## config.mk

```make
export PLATFORM = sky130hd
export DESIGN_NAME = msl_status_leds
export DESIGN_NICKNAME = d
export VERILOG_FILES = /design/src/inc/msl_pkg.sv /design/src/verilog/msl_status_leds.sv
export SDC_FILE = /design/constraint.sdc
export NUM_CORES = 1
export LEC_CHECK = 0
export BUFFER_PORTS_ARGS = -buffer_cell sky130_fd_sc_hd__buf_2
export CAP_MARGIN = 20
export CORE_ASPECT_RATIO = 1.25
export CORE_UTILIZATION = 50
export DETAILED_ROUTE_END_ITERATION = 12
export GPL_TIMING_DRIVEN = 1
export PLACE_DENSITY = 0.63
export SLEW_MARGIN = 20
export SYNTH_ARGS = -nofsm -noshare
export SYNTH_HDL_FRONTEND = slang
export SYNTH_SLANG_ARGS = --single-unit
```

## constraint.sdc

```tcl
create_clock -name clk -period 4.25 [get_ports clk]
set_input_delay 1.275 -clock clk [delete_from_list [all_inputs] [get_ports clk]]
set_output_delay 1.275 -clock clk [all_outputs]
set_load 0.01 [all_outputs]
```

## src/inc/msl_pkg.sv

```systemverilog
`default_nettype none
package msl_pkg;
    // ==========================================================
    // Timing
    localparam int unsigned CLK_HZ          = 100_000_000;
    localparam int unsigned SLOW_PERIOD_MS  = 3000;
    localparam int unsigned FAST_PERIOD_MS  = 1000;
    localparam int unsigned FLASH_ON_MS     = 100;
    localparam int unsigned TICK_US         = 1000;
    // Prescaler: clock cycles per 1 ms tick
    localparam int unsigned TICK_CYCLES     = CLK_HZ / 1_000_000 * TICK_US;
    // Fault code blink timing, in ticks
    localparam int unsigned CODE_ON_MS      = 250;
    localparam int unsigned CODE_OFF_MS     = 250;
    localparam int unsigned CODE_GAP_MS     = 1000;
    localparam int unsigned CODE_REPEATS    = 2;
    localparam int unsigned FAULT_W         = 4;
    // Reset values
    localparam logic        LAMP_RESET      = 1'b0;
endpackage
`default_nettype wire

```

## src/verilog/msl_status_leds.sv

```systemverilog
`timescale 1ns/1ps
`default_nettype none

// Functional notes
// - Heartbeat flashes once per three seconds
// - Master in config mode: one flash per second
// - Yellow: slave rx frame, master tx frame
// - Slave red: CRC error or illegal request
// - Master red: response timeout or exception reply
// - Green pulses on error-free completion
// - Red solid while restarting
// - After startup, red may blink fault code
// - Slave default; config mode only for master
module msl_status_leds
    import msl_pkg::*;
#(
    parameter int unsigned TICK_DIV  = TICK_CYCLES,
    parameter int unsigned SLOW_MS   = SLOW_PERIOD_MS,
    parameter int unsigned FAST_MS   = FAST_PERIOD_MS,
    parameter int unsigned ON_MS     = FLASH_ON_MS
) (
    input  wire logic               clk,
    input  wire logic               resetn,
    input  wire logic               role_master,
    input  wire logic               config_mode,
    input  wire logic               restarting,
    input  wire logic [FAULT_W-1:0] fault_code,
    input  wire logic               frame_rx,
    input  wire logic               frame_tx,
    input  wire logic               crc_error,
    input  wire logic               illegal_req,
    input  wire logic               resp_timeout,
    input  wire logic               exception_rx,
    input  wire logic               good_done,
    output var  logic               led_heartbeat,
    output var  logic               led_yellow,
    output var  logic               led_red,
    output var  logic               led_green
);

    // ==========================================================
    // Elaboration checks
    // Counters other than the 32-bit prescaler, cnt and rep are 16 bits wide and the on-time must fit inside a period,
    // otherwise the heartbeat would never go dark
    if (TICK_DIV < 2 || SLOW_MS <= ON_MS || FAST_MS <= ON_MS || ON_MS == 0 ||
        SLOW_MS >= 65536 || FAST_MS >= 65536) begin : g_bad_timing
        $error("msl_status_leds: unsupported timing parameters");
    end

    // ==========================================================
    // Derived constants
    // Terminal counts are one below the period so a wrap costs no extra tick
    localparam logic [31:0] DIV_LAST  = 32'(TICK_DIV - 1);
    localparam logic [15:0] SLOW_LAST = 16'(SLOW_MS - 1);
    localparam logic [15:0] FAST_LAST = 16'(FAST_MS - 1);
    localparam logic [15:0] ON_TICKS  = 16'(ON_MS);
    localparam logic [15:0] C_ON      = 16'(CODE_ON_MS);
    localparam logic [15:0] C_OFF     = 16'(CODE_OFF_MS);
    localparam logic [15:0] C_GAP     = 16'(CODE_GAP_MS);
    localparam logic [1:0]  C_REP     = 2'(CODE_REPEATS);

    // ==========================================================
    // State
    // Fault player: ON and OFF alternate once per blink, GAP separates
    // repeats of the pattern, IDLE hands red back to the error stretcher
    typedef enum logic [1:0] {CODE_IDLE, CODE_ON, CODE_OFF, CODE_GAP} msl_code_t;

    // pre: prescaler, beat: heartbeat phase in ticks
    // ystr/rstr/gstr: lamp stretchers in ticks
    // ctim/cnt/rep: fault player timer, blinks left, repeats left
    // hb/yl/rd/gr: registered lamp drive, so outputs are glitch free
    typedef struct packed {
        logic [31:0]        pre;
        logic [15:0]        beat;
        logic [15:0]        ystr;
        logic [15:0]        rstr;
        logic [15:0]        gstr;
        msl_code_t          code;
        logic [15:0]        ctim;
        logic [FAULT_W-1:0] cnt;
        logic [1:0]         rep;
        logic               was_restart;
        logic               hb;
        logic               yl;
        logic               rd;
        logic               gr;
    } msl_state_t;

    msl_state_t s;
    msl_state_t next_s;

    // Combinational helpers, recomputed every cycle
    logic tick;
    logic fast;
    logic y_ev;
    logic r_ev;

    // ==========================================================
    // Event decode per role; slave is the default when not master
    // The inactive role's events are ignored, not queued
    // Limitation: no synchroniser, all inputs must come from the clk domain
    always_comb begin
        tick = (s.pre == DIV_LAST);
        fast = role_master && config_mode;
        y_ev = role_master ? frame_tx : frame_rx;
        r_ev = role_master ? (resp_timeout || exception_rx)
                           : (crc_error || illegal_req);
    end

    // ==========================================================
    // Next-state logic
    always_comb begin
        next_s = s;
        // Prescaler, one-cycle tick every millisecond
        next_s.pre = tick ? 32'h0 : s.pre + 32'h1;
        // A level compare rather than a pulse keeps the flash width fixed
        // even when the rate changes in the middle of a period
        // Heartbeat phase counter; wraps early when the rate changes to fast
        if (tick) begin
            if (s.beat >= (fast ? FAST_LAST : SLOW_LAST))
                next_s.beat = 16'h0;
            else
                next_s.beat = s.beat + 16'h1;
        end
        next_s.hb = (s.beat < ON_TICKS);
        // Stretchers: a fresh event reloads, so bursts stay lit
        // On-time is ON_MS-1 to ON_MS ticks plus a cycle or two, depending on tick phase
        if (y_ev)
            next_s.ystr = ON_TICKS;
        else if (tick && s.ystr != 16'h0)
            next_s.ystr = s.ystr - 16'h1;
        if (r_ev)
            next_s.rstr = ON_TICKS;
        else if (tick && s.rstr != 16'h0)
            next_s.rstr = s.rstr - 16'h1;
        if (good_done)
            next_s.gstr = ON_TICKS;
        else if (tick && s.gstr != 16'h0)
            next_s.gstr = s.gstr - 16'h1;
        // The pattern is armed only on the falling edge of restart, so a
        // fault code that changes later does not restart the pattern; a new
        // restart always cancels a pattern still playing
        // Fault code player, armed at the end of a restart
        next_s.was_restart = restarting;
        if (restarting) begin
            next_s.code = CODE_IDLE;
        end else if (s.was_restart && fault_code != '0) begin
            next_s.code = CODE_ON;
            next_s.ctim = C_ON;
            next_s.cnt  = fault_code;
            next_s.rep  = C_REP;
        end else if (tick && s.code != CODE_IDLE) begin
            if (s.ctim > 16'h1) begin
                next_s.ctim = s.ctim - 16'h1;
            end else begin
                unique case (s.code)
                    CODE_ON: begin
                        next_s.code = CODE_OFF;
                        next_s.ctim = C_OFF;
                        next_s.cnt  = s.cnt - 1'b1;
                    end
                    CODE_OFF: begin
                        if (s.cnt != '0) begin
                            next_s.code = CODE_ON;
                            next_s.ctim = C_ON;
                        end else begin
                            next_s.code = CODE_GAP;
                            next_s.ctim = C_GAP;
                        end
                    end
                    CODE_GAP: begin
                        if (s.rep > 2'h1) begin
                            next_s.code = CODE_ON;
                            next_s.ctim = C_ON;
                            next_s.cnt  = fault_code;
                            next_s.rep  = s.rep - 2'h1;
                        end else begin
                            next_s.code = CODE_IDLE;       // back to error lamp
                        end
                    end
                    CODE_IDLE: next_s.code = CODE_IDLE;
                endcase
            end
        end
        // Event lamps light on the edge after the event, not a tick later,
        // so a single short event is not lost unless the fault player holds red
        // Lamp drive; restart overrides everything on red
        next_s.yl = y_ev || (s.ystr != 16'h0);
        next_s.gr = good_done || (s.gstr != 16'h0);
        if (restarting)
            next_s.rd = 1'b1;
        else if (s.code != CODE_IDLE)
            next_s.rd = (s.code == CODE_ON);
        else
            next_s.rd = r_ev || (s.rstr != 16'h0);
    end

    // ==========================================================
    // State register
    // Single asynchronous reset for the whole struct; lamps start dark
    // except the heartbeat, which lights on the first edge after release
    always_ff @(posedge clk or negedge resetn) begin
        if (!resetn) begin
            s      <= '0;
            s.code <= CODE_IDLE;
            s.hb   <= LAMP_RESET;
        end else begin
            s <= next_s;
        end
    end

    // Outputs come straight from state flops
    // These assigns only rename flops; no logic sits in between
    assign led_heartbeat = s.hb;
    assign led_yellow    = s.yl;
    assign led_red       = s.rd;
    assign led_green     = s.gr;

endmodule // msl_status_leds
`default_nettype wire

```

==> out/summary.txt, run 1 <==
Post CTS Setup Buffer Count: 0
Pleak: 3.12 nW
Max VDD drop: 204 µV
Total power: 2.83 mW
# diodes: 0
Nets: 762
Worst-margin pin slew: 0.983 ns
Die width: 106 µm
Yosys reg bits: 125
RSZ-0062 raised after global routing: false
Fillers: 1183
H-tree depth: 4
Largest net degree at the start of global routing: 62
Drt wl/cell: 16.0 µm
CTS Hold Bufs: 0
Pins Over Slew Limit: 0
Async S/R FF share, synth: 100%
Worst Skew: 0.00728 ns
CTS max path bufs: 2
Crit Path Max Fanout: 13
Site row count: 47
Hold slack: 0.479 ns
DRC Markers: 0
Num CTS Buffers: 17
Final TNS setup: 0 ns
Final wirelength: 14.6 mm
Initial antenna violation count: 0
Worst skew pair latency: 0.42 ns
Fin area: 7610 µm²
Sequential cell area fraction in the yosys report: 46.6%
# resized after CTS: 0
Synth Flop Type: dfrtp_1
Via-per-instance ratio: 5.85
Vias in the first global route: 5414
Root Driver: clkbuf_16
P&R area growth vs syn: 13.2%
Critical path launch point type: primary input
Sw frac: 21.3%
First-pass iteration count of the detailed router: 4
NetSw: 0.603 mW
Synthesized area: 6720 µm²
Synth Area per Inst: 9.45 µm²
PD cells: 371 nW/µm²
Post-synth EDFFs: 0
Total Routing Usage GR: 23.0%
Flop pwr share: 43.0%
Syn_nets: 740
CTS tree: done
Synth cell types: 62
Max_slew headroom: 33.5%
IO buf count: 19
Crit. End Element: register
Worst-path clk slew: 0.05 ns
Setup Crit Path Kind: in2reg
FMAX: 0.339 GHz
Total die area: 13900 µm²
Sink Count: 125
Final worst-path cycle share: 69.5%
Detailed Place HPWL: 9.83 mm
Mapped Cells: 711
Remaining antenna violation count: 0
Proportion of layout cells with a drive suffix above 1: 11.0%
DRT iter0 DRCs: 263
Placer Congestion: 0.782
Via count: 5356
HP Class: reg2reg
Combinational fraction of design power: 4.6%
Total gr overflow: 0
First-pass GRT wire length: 25.6 mm
Internal power: 2.22 mW
I/O pins: 20
Critical Path AT: 3.29 ns
Power share of the clock group: 52.4%
Placed cell area: 7000 µm²
Number of max-cap violations: 0
YS warnings: 0
Outcome: finished clean
Hold Fails Final Rpt: 0
Core Footprint: 13200 µm²
Req. time, crit path: 4.58 ns
Crit path time final: 2.95 ns
Initial core utilization: 51.0%
Final setup fails: 0
DIE HEIGHT: 132 µm
[power groups by stage]
stage | Clock [mW] | Combinational, mW | Sequential [mW]
2_1_floorplan | 0 | 0.0770 | 1.23
3_3_place_gp | 0 | 0.128 | 1.24
3_5_place_dp | 0 | 0.132 | 1.24
4_1_cts | 1.50 | 0.132 | 1.22
5_1_grt | 1.55 | 0.150 | 1.22
6_report | 1.48 | 0.130 | 1.22
[per-stage QoR]
step                      utilization (%)  instances  worst slack (ns)
final                                57.7        916              1.30
after global routing                 57.7        916              1.14
after CTS                            57.7        916              1.31
after detailed placement             53.2        885             0.935
after global placement               53.2        885              1.06
after floorplan                         -        711              1.31
[area by class of cell]
| cell class | count | area, µm² | share of cell area [%] |
|---|---|---|---|
| flip-flops and latches | 125 | 3130 | 41.1 |
| clock buffers | 24 | 492 | 6.46 |
| repair buffers | 29 | 173 | 2.27 |
| clock inverters | 7 | 110 | 1.45 |
| multi-input cells | 545 | 3430 | 45.1 |
| inverters | 15 | 56.3 | 0.740 |
| well taps | 171 | 214 | 2.81 |
[layout by cell type, fill, tap and decap left out, drive strengths merged, types with 15 or more instances in the layout]
cell    Yosys  final
dfrtp     125    125
nor2       92     92
nand2      45     45
xor2       36     36
nand3      35     35
xnor2      32     32
o21ai      30     30
a21oi      30     30
nor3       29     29
buf         5     29
nand4      25     25
clkbuf     21     24
nor4       23     23
nand2b     17     17
inv        15     15
[flip-flops by register name (all words and copies together), names as in the netlist]
name,cells
s,121
led_green,1
led_yellow,1
led_heartbeat,1
led_red,1
[worst max-delay path, stage by stage]
cell	delay, ns
buf_2	0.12
o41ai_2	0.34
buf_4	0.26
nand2b_1	0.14
or3_1	0.34
nor3_2	0.46
a21oi_1	0.15
a31oi_1	0.18
[logic make-up (layout without fill, tap and decap cells)]
| group | count (synthesis) | count (layout) | share of synthesized area [%] |
|---|---|---|---|
| AND/OR/NAND/NOR | 349 | 349 | 28.3 |
| flip-flops | 125 | 125 | 46.6 |
| AO/OA/AOI/OAI | 112 | 112 | 10.8 |
| XOR/XNOR | 68 | 68 | 8.87 |
| buffers and inverters | 41 | 75 | 2.50 |
| adder cells (fa/ha/maj) | 13 | 13 | 2.42 |
| multiplexers | 3 | 3 | 0.484 |
[routing by layer]
layer	part of all wire, %	vias up	GRT usage, %
li1	-	2594	-
met1	45	2650	28.9
met2	50	82	37.8
met3	2.5	30	4.56
met4	2.7	0	11.0
met5	0	-	0
[cell usage after synthesis (17+ instances only)]
| cell type | number | area share, % |
|---|---|---|
| dfrtp_1 | 125 | 47 |
| o21ai_0 | 29 | 2.2 |
| nand4_1 | 23 | 2.1 |
| nand2b_1 | 17 | 1.6 |
| xnor2_1 | 32 | 4.2 |
| nor3_1 | 26 | 1.9 |
| nand3_1 | 35 | 2.6 |
| a21oi_1 | 29 | 2.2 |
| nand2_1 | 45 | 2.5 |
| clkbuf_1 | 21 | 1.2 |
| nor2_1 | 92 | 5.1 |
| xor2_1 | 36 | 4.7 |
| nor4_1 | 21 | 2.0 |
[path summary, 6_finish.rpt]
kind	from	slack (ns)	end	cells past startpoint
worst max register to register	s[112]	1.35	s[16]	6
min in group asynchronous	resetn	0.91	s[37]	1
worst max-delay path	fault_code[0]	1.30	s[25]	8
max in group asynchronous	resetn	2.46	s[73]	2
worst min-delay path	s[93]	0.48	s[93]	1
worst min register to register	s[93]	0.48	s[93]	1
No activity file was read; power rests on OpenSTA's default activity.
==> run 2: changes to the inputs <==
ABC_AREA = 1   (was not set)
clock period = 2.75 ns   (was 4.25 ns; I/O delays follow)
==> run 2 against run 1 <==
Total power rose by 90%. Clock-buffer cell count fell by 2. Die area rose by 18%. Core utilization fell by 0.74 points. Clock power rose by 55%. Register-to-register slack got worse by 0.82 ns. Non-clock buffer count did not move. Synthesized cell count rose by 59%. Critical path type is now reg2reg. Highest routed layer unchanged.
==> out/summary.txt, run 2 <==
Outcome: finished clean
Num CTS Buffers: 17 (unchanged)
Placer Congestion: 0.874 (+12%)
Final Non-Filler Cells: 1382 (+51%)
Mapped Cells: 1128 (+59%)
Max stage delay on crit path: 0.41 ns (-0.05 ns)
Placed cell area: 8240 µm² (+18%)
Initial antenna violation count: 0 (unchanged)
Top cell type by total area after synthesis: dfrtp_1
# resized after CTS: 0 (unchanged)
Worst skew pair latency: 0.43 ns (about the same)
Post-synth top cells: nand2_1, nor2_1, dfrtp_1
CP most frequent cell: nand2_2
Proportion of layout cells with a drive suffix above 1: 8.29% (-2.7 points)
Combinational fraction of design power: 17.6% (+13 points)
Power share of the clock group: 42.6% (-9.8 points)
Crit-path cells: ha_1, nand2_2, nor2_4, nand3_2, nor2_4, nand2_2, clkinv_2, buf_4, nand2_2, nand2_4, inv_2, nand2_1, nand2_1
Pins Over Slew Limit: 0 (unchanged)
Final setup fails: 0 (unchanged)
Top post-synthesis cells by area: dfrtp_1, nand2_1, nor2_1, xor2_1, inv_1
Via count: 6828 (+27%)
Die width: 115 µm (+8.4%)
Synth cell types: 40 (-35%)
Post CTS Setup Buffer Count: 0 (unchanged)
Max reg flops: 121 (unchanged)
Worst-path clk slew: 0.05 ns (about the same)
Site row count: 51 (+8.5%)
Sequential cell area fraction in the yosys report: 39.5% (-7.1 points)
Internal power: 3.82 mW (+72%)
Final worst-path cycle share: 80.6%
Synth Area per Inst: 7.02 µm² (-26%)
Critical path launch point type: register
Synth Flop Type: dfrtp_1
Crit Path Max Fanout: 19 (+6)
Max_slew headroom: 60.5% (+27 points)
Final TNS setup: 0 ns (unchanged)
Total gr overflow: 0 (unchanged)
DRC Markers: 0 (unchanged)
Fillers: 1518 (+28%)
Drt wl/cell: 12.3 µm (-23%)
Flop pwr share: 39.8% (-3.2 points)
Initial core utilization: 51.1% (+0.065 points)
Fin area: 8840 µm² (+16%)
Req. time, crit path: 3.06 ns (-1.52 ns)
P&R area growth vs syn: 11.6%
Syn_nets: 1157 (+56%)
Detailed Place HPWL: 12.3 mm (+25%)
CP max stage cell: dfrtp_1
Crit path time final: 2.22 ns
Pleak: 4.68 nW (+50%)
Sw frac: 29.1% (+7.7 points)
Root Driver: clkbuf_16
Total Routing Usage GR: 23.0% (about the same)
Synthesized area: 7920 µm² (+18%)
CTS max path bufs: 2 (unchanged)
Largest net degree at the start of global routing: 46 (-26%)
Top library cells by usage in the layout, fill and taps aside: nand2_1, nor2_1, dfrtp_1
FMAX: 0.451 GHz
RSZ-0062 raised after global routing: false
I/O pins: 20 (unchanged)
NetSw: 1.56 mW (+160%)
Count leader, synth: nand2_1
Placed insts: 1350 (+53%)
# diodes: 0 (unchanged)
First-pass iteration count of the detailed router: 5 (+1)
CTS tree: done
Number of max-cap violations: 0 (unchanged)
Max VDD drop: 478 µV (+130%)
Crit. End Element: register
PD cells: 609 nW/µm² (+64%)
Remaining antenna violation count: 0 (unchanged)
Vias in the first global route: 6539 (+21%)
IO buf count: 19 (unchanged)
Worst-margin pin slew: 0.589 ns (-0.394 ns)
Top reg by flops: s
Final wirelength: 17.0 mm (+17%)
Core Footprint: 15500 µm² (+18%)
DRT iter0 DRCs: 370 (+41%)
Worst Skew: 0.0103 ns (+0.00297 ns)
HP Class: in2async
Post-synth EDFFs: 0 (unchanged)
Via-per-instance ratio: 4.94 (-16%)
Most common cell after layout, fill and taps aside: nand2_1
First-pass GRT wire length: 29.6 mm (+16%)
DIE HEIGHT: 143 µm (+8.4%)
Async S/R FF share, synth: 100% (unchanged)
Yosys reg bits: 125 (unchanged)
Nets: 1186 (+56%)
Setup Crit Path Kind: reg2reg
CTS Hold Bufs: 0 (unchanged)
YS warnings: 0 (unchanged)
Final core occ: 57.0% (-0.74 points)
Critical Path AT: 2.53 ns (-0.76 ns)
Yosys top cell area share: 39.5% (-7.1 points)
Hold Fails Final Rpt: 0 (unchanged)
Hold slack: 0.327 ns (-0.152 ns)
H-tree depth: 4 (unchanged)
Total die area: 16300 µm² (+18%)
Sink Count: 125 (unchanged)
-- run 2: kinds of logic after synthesis --
logic type                 count (synthesis)  share of synthesized area, %
and+or+nand+nor                          724                          38.9
buffers and inverters                    144                          7.68
DFF                                      125                          39.5
xor gates and xnor gates                  77                          8.52
AOI/OAI and AO/OA                         45                          3.32
adders and majority gates                 13                          2.05
-- run 2: cell type report --
| cell class | instances | area [µm²] | share of cell area (%) |
|---|---|---|---|
| clock buffer | 22 | 464 | 5.25 |
| clock inverter | 10 | 139 | 1.57 |
| inverter | 125 | 473 | 5.35 |
| multi-input combinational | 859 | 4180 | 47.3 |
| sequential | 125 | 3130 | 35.4 |
| tap | 212 | 265 | 3.00 |
| timing repair buffer | 29 | 189 | 2.14 |
-- run 2: final timing paths --
kind / end / depth (start not counted) / startpoint / slack [ns]
setup / recovery: s[33] / 13 / s[93] / 0.53
hold / removal: s[114] / 1 / resetn / 0.33
setup reg to reg: s[33] / 13 / s[93] / 0.53
hold reg to reg: s[10] / 2 / s[10] / 0.47
max in group asynchronous: s[19] / 2 / resetn / 1.78
min in group clk: s[10] / 2 / s[10] / 0.47
-- run 2: layer usage --
metal | routed length [µm] | track usage, % | up-vias
met5 | 0 | 0 | -
met4 | 418 | 10.1 | 0
met3 | 403 | 4.20 | 33
met2 | 8300 | 39.0 | 95
met1 | 7910 | 28.4 | 3132
li1 | - | - | 3568
-- run 2: worst max-delay path: cells and delay by family, from the launching register on --
family	cells	cell delay, ns
and+or+nand+nor	9	0.95
buffers and inverters	3	0.48
DFF	1	0.41
adders and majority gates	1	0.25
-- run 2: stage by stage --
stage	power, mW	worst slack, ns
after floorplan	2.89	0.745
after global placement	3.11	0.362
after detailed placement	3.12	0.307
after CTS	5.45	0.500
after global routing	5.69	0.276
final	5.38	0.533
-- run 2: power by group through the flow --
| stage | Sequential (mW) | Clock (mW) | Combinational, mW |
|---|---|---|---|
| final | 2.14 | 2.29 | 0.948 |
| after global routing | 2.17 | 2.42 | 1.10 |
| after CTS | 2.14 | 2.35 | 0.961 |
| after detailed placement | 2.17 | 0 | 0.953 |
| after global placement | 2.17 | 0 | 0.939 |
| after floorplan | 2.13 | 0 | 0.755 |
==> run 3: changes to the inputs <==
PLACE_DENSITY = 0.66   (was 0.63)
clock period = 1.8 ns   (was 2.75 ns; I/O delays follow)
==> run 3 against run 2 <==
Setup slack got worse by 0.45 ns. Total power increased by 59%. Clock skew decreased by 0.0037 ns. First-iteration DRC count decreased by 3.5%.
==> out/summary.txt, run 3 (synthesis gave the netlist of run 2 again) <==
Via count: 7173 (+5.1%)
I/O pins: 20 (unchanged)
Placer Congestion: 0.895 (+2.3%)
Initial antenna violation count: 0 (unchanged)
Worst-path clk slew: 0.05 ns (about the same)
Max VDD drop: 616 µV (+29%)
P&R area growth vs syn: 21.9%
Final setup fails: 0 (unchanged)
DIE HEIGHT: 143 µm (unchanged)
RSZ-0062 raised after global routing: true
CTS tree: done
H-tree depth: 4 (unchanged)
Total Routing Usage GR: 23.3% (+0.36 points)
Post-place setup slack: -0.324 ns (-0.631 ns)
Hold slack: 0.0430 ns (-0.284 ns)
Hold Fails Final Rpt: 0 (unchanged)
Root Driver: clkbuf_16
Pins Over Slew Limit: 0 (unchanged)
CTS Hold Bufs: 0 (unchanged)
Worst r2r dst: s[66]
First-pass GRT wire length: 30.4 mm (+2.7%)
Capture point of the worst path: s[66]
Crit Path Max Fanout: 9 (-10)
Outcome: finished clean
Worst Setup Slack, final: 0.0817 ns (-0.452 ns)
Worst skew pair latency: 0.42 ns (about the same)
Worst-margin pin slew: 0.425 ns (-0.164 ns)
Nets: 1269 (+7.0%)
Top reg by flops: s
Critical path launch point type: register
Site row count: 51 (unchanged)
Vias in the first global route: 6750 (+3.2%)
Worst Skew: 0.00658 ns (-0.00368 ns)
Core Footprint: 15500 µm² (unchanged)
Fillers: 1431 (-5.7%)
Via-per-instance ratio: 4.91 (-0.70%)
Die width: 115 µm (unchanged)
Final core occ: 62.2% (+5.2 points)
DRT iter0 DRCs: 357 (-3.5%)
Critical Path AT: 2.07 ns (-0.46 ns)
Final wirelength: 17.9 mm (+4.9%)
Proportion of layout cells with a drive suffix above 1: 15.9% (+7.6 points)
DRC Markers: 0 (unchanged)
Final worst-path cycle share: 95.5% (+15 points)
CTS max path bufs: 2 (unchanged)
Max reg flops: 121 (unchanged)
First-pass iteration count of the detailed router: 6 (+1)
Req. time, crit path: 2.16 ns (-0.90 ns)
Total power: 8.55 mW (+59%)
Total gr overflow: 0 (unchanged)
FF-to-FF setup slack: 0.08 ns (-0.45 ns)
FMAX: 0.582 GHz (+29%)
Final TNS setup: 0 ns (unchanged)
Crit path time final: 1.72 ns (-0.498 ns)
Drt wl/cell: 12.2 µm (-0.82%)
Setup Crit Path Kind: reg2reg
Detailed Place HPWL: 13.0 mm (+5.7%)
Sink Count: 125 (unchanged)
Top library cells by usage in the layout, fill and taps aside: nand2_1, nor2_1, dfrtp_1
Total die area: 16300 µm² (unchanged)
Worst r2r src: s[94]
Num CTS Buffers: 17 (unchanged)
Pleak: 5.12 nW (+9.5%)
Critical Path Source: s[94]
Most common cell after layout, fill and taps aside: nand2_1
Max_slew headroom: 71.7% (+11 points)
Initial core utilization: 51.1% (unchanged)
Remaining antenna violation count: 0 (unchanged)
Number of max-cap violations: 0 (unchanged)
FF-to-FF path depth: 12 (-1)
HP Class: in2async
Crit. End Element: register
IO buf count: 19 (unchanged)
Largest net degree at the start of global routing: 45 (-2.2%)
# diodes: 0 (unchanged)
PD cells: 886 nW/µm² (+46%)
==> run 3: final cells by class <==
cell class / instances / area (µm²) / share of cell area (%)
inverter: 125 / 492 / 5.10
clock inverter: 7 / 138 / 1.43
timing repair buffer: 112 / 877 / 9.09
clock buffer: 22 / 474 / 4.92
sequential: 125 / 3130 / 32.4
multi-input combinational: 859 / 4270 / 44.3
tap: 212 / 265 / 2.75
==> run 3: timing repair <==
item / in CTS / in global routing
gates resized for setup: 1 / 46
setup buffers: 0 / 14
cloned: 0 / 2
endpoints found under the setup margin: 5 / 86
pin swaps: 0 / 25
==> run 3: how the worst min path moves through the flow <==
stage                start         to
global route        resetn     s[115]
global placement     s[10]      s[10]
floorplan           resetn  led_green
detailed placement    s[6]       s[6]
finish              resetn     s[114]
CTS                 resetn     s[117]
==> run 3: per-layer routing <==
metal	wire length (µm)	track usage, %	up-vias
li1	-	-	3743
met1	8050	28.5	3304
met4	287	7.52	0
met3	425	4.24	25
met2	9110	41.3	101
met5	0	0	-
==> run 3: critical path, cell delays in order, from the launching register on <==
cell	delay (ns)
dfrtp_1	0.34
ha_2	0.19
nand2_2	0.08
nor2_4	0.13
nand3_2	0.10
nor2_4	0.13
nand2_2	0.09
clkinv_4	0.10
nand2_2	0.07
nand2_4	0.11
clkbuf_16	0.16
o21ai_0	0.07
nand2_1	0.07
==> run 3: report_power, final <==
group | internal, mW | switching [mW] | total [mW]
Combinational | 0.703 | 0.985 | 1.69
Sequential | 3.04 | 0.226 | 3.26
Clock | 2.40 | 1.20 | 3.60
==> run 3: per-stage QoR <==
stage               instances  cell area, µm²
detailed placement       1418            8770
floorplan                1128            7920
global placement         1418            8770
global route             1462            9650
CTS                      1447            9390
finish                   1462            9650
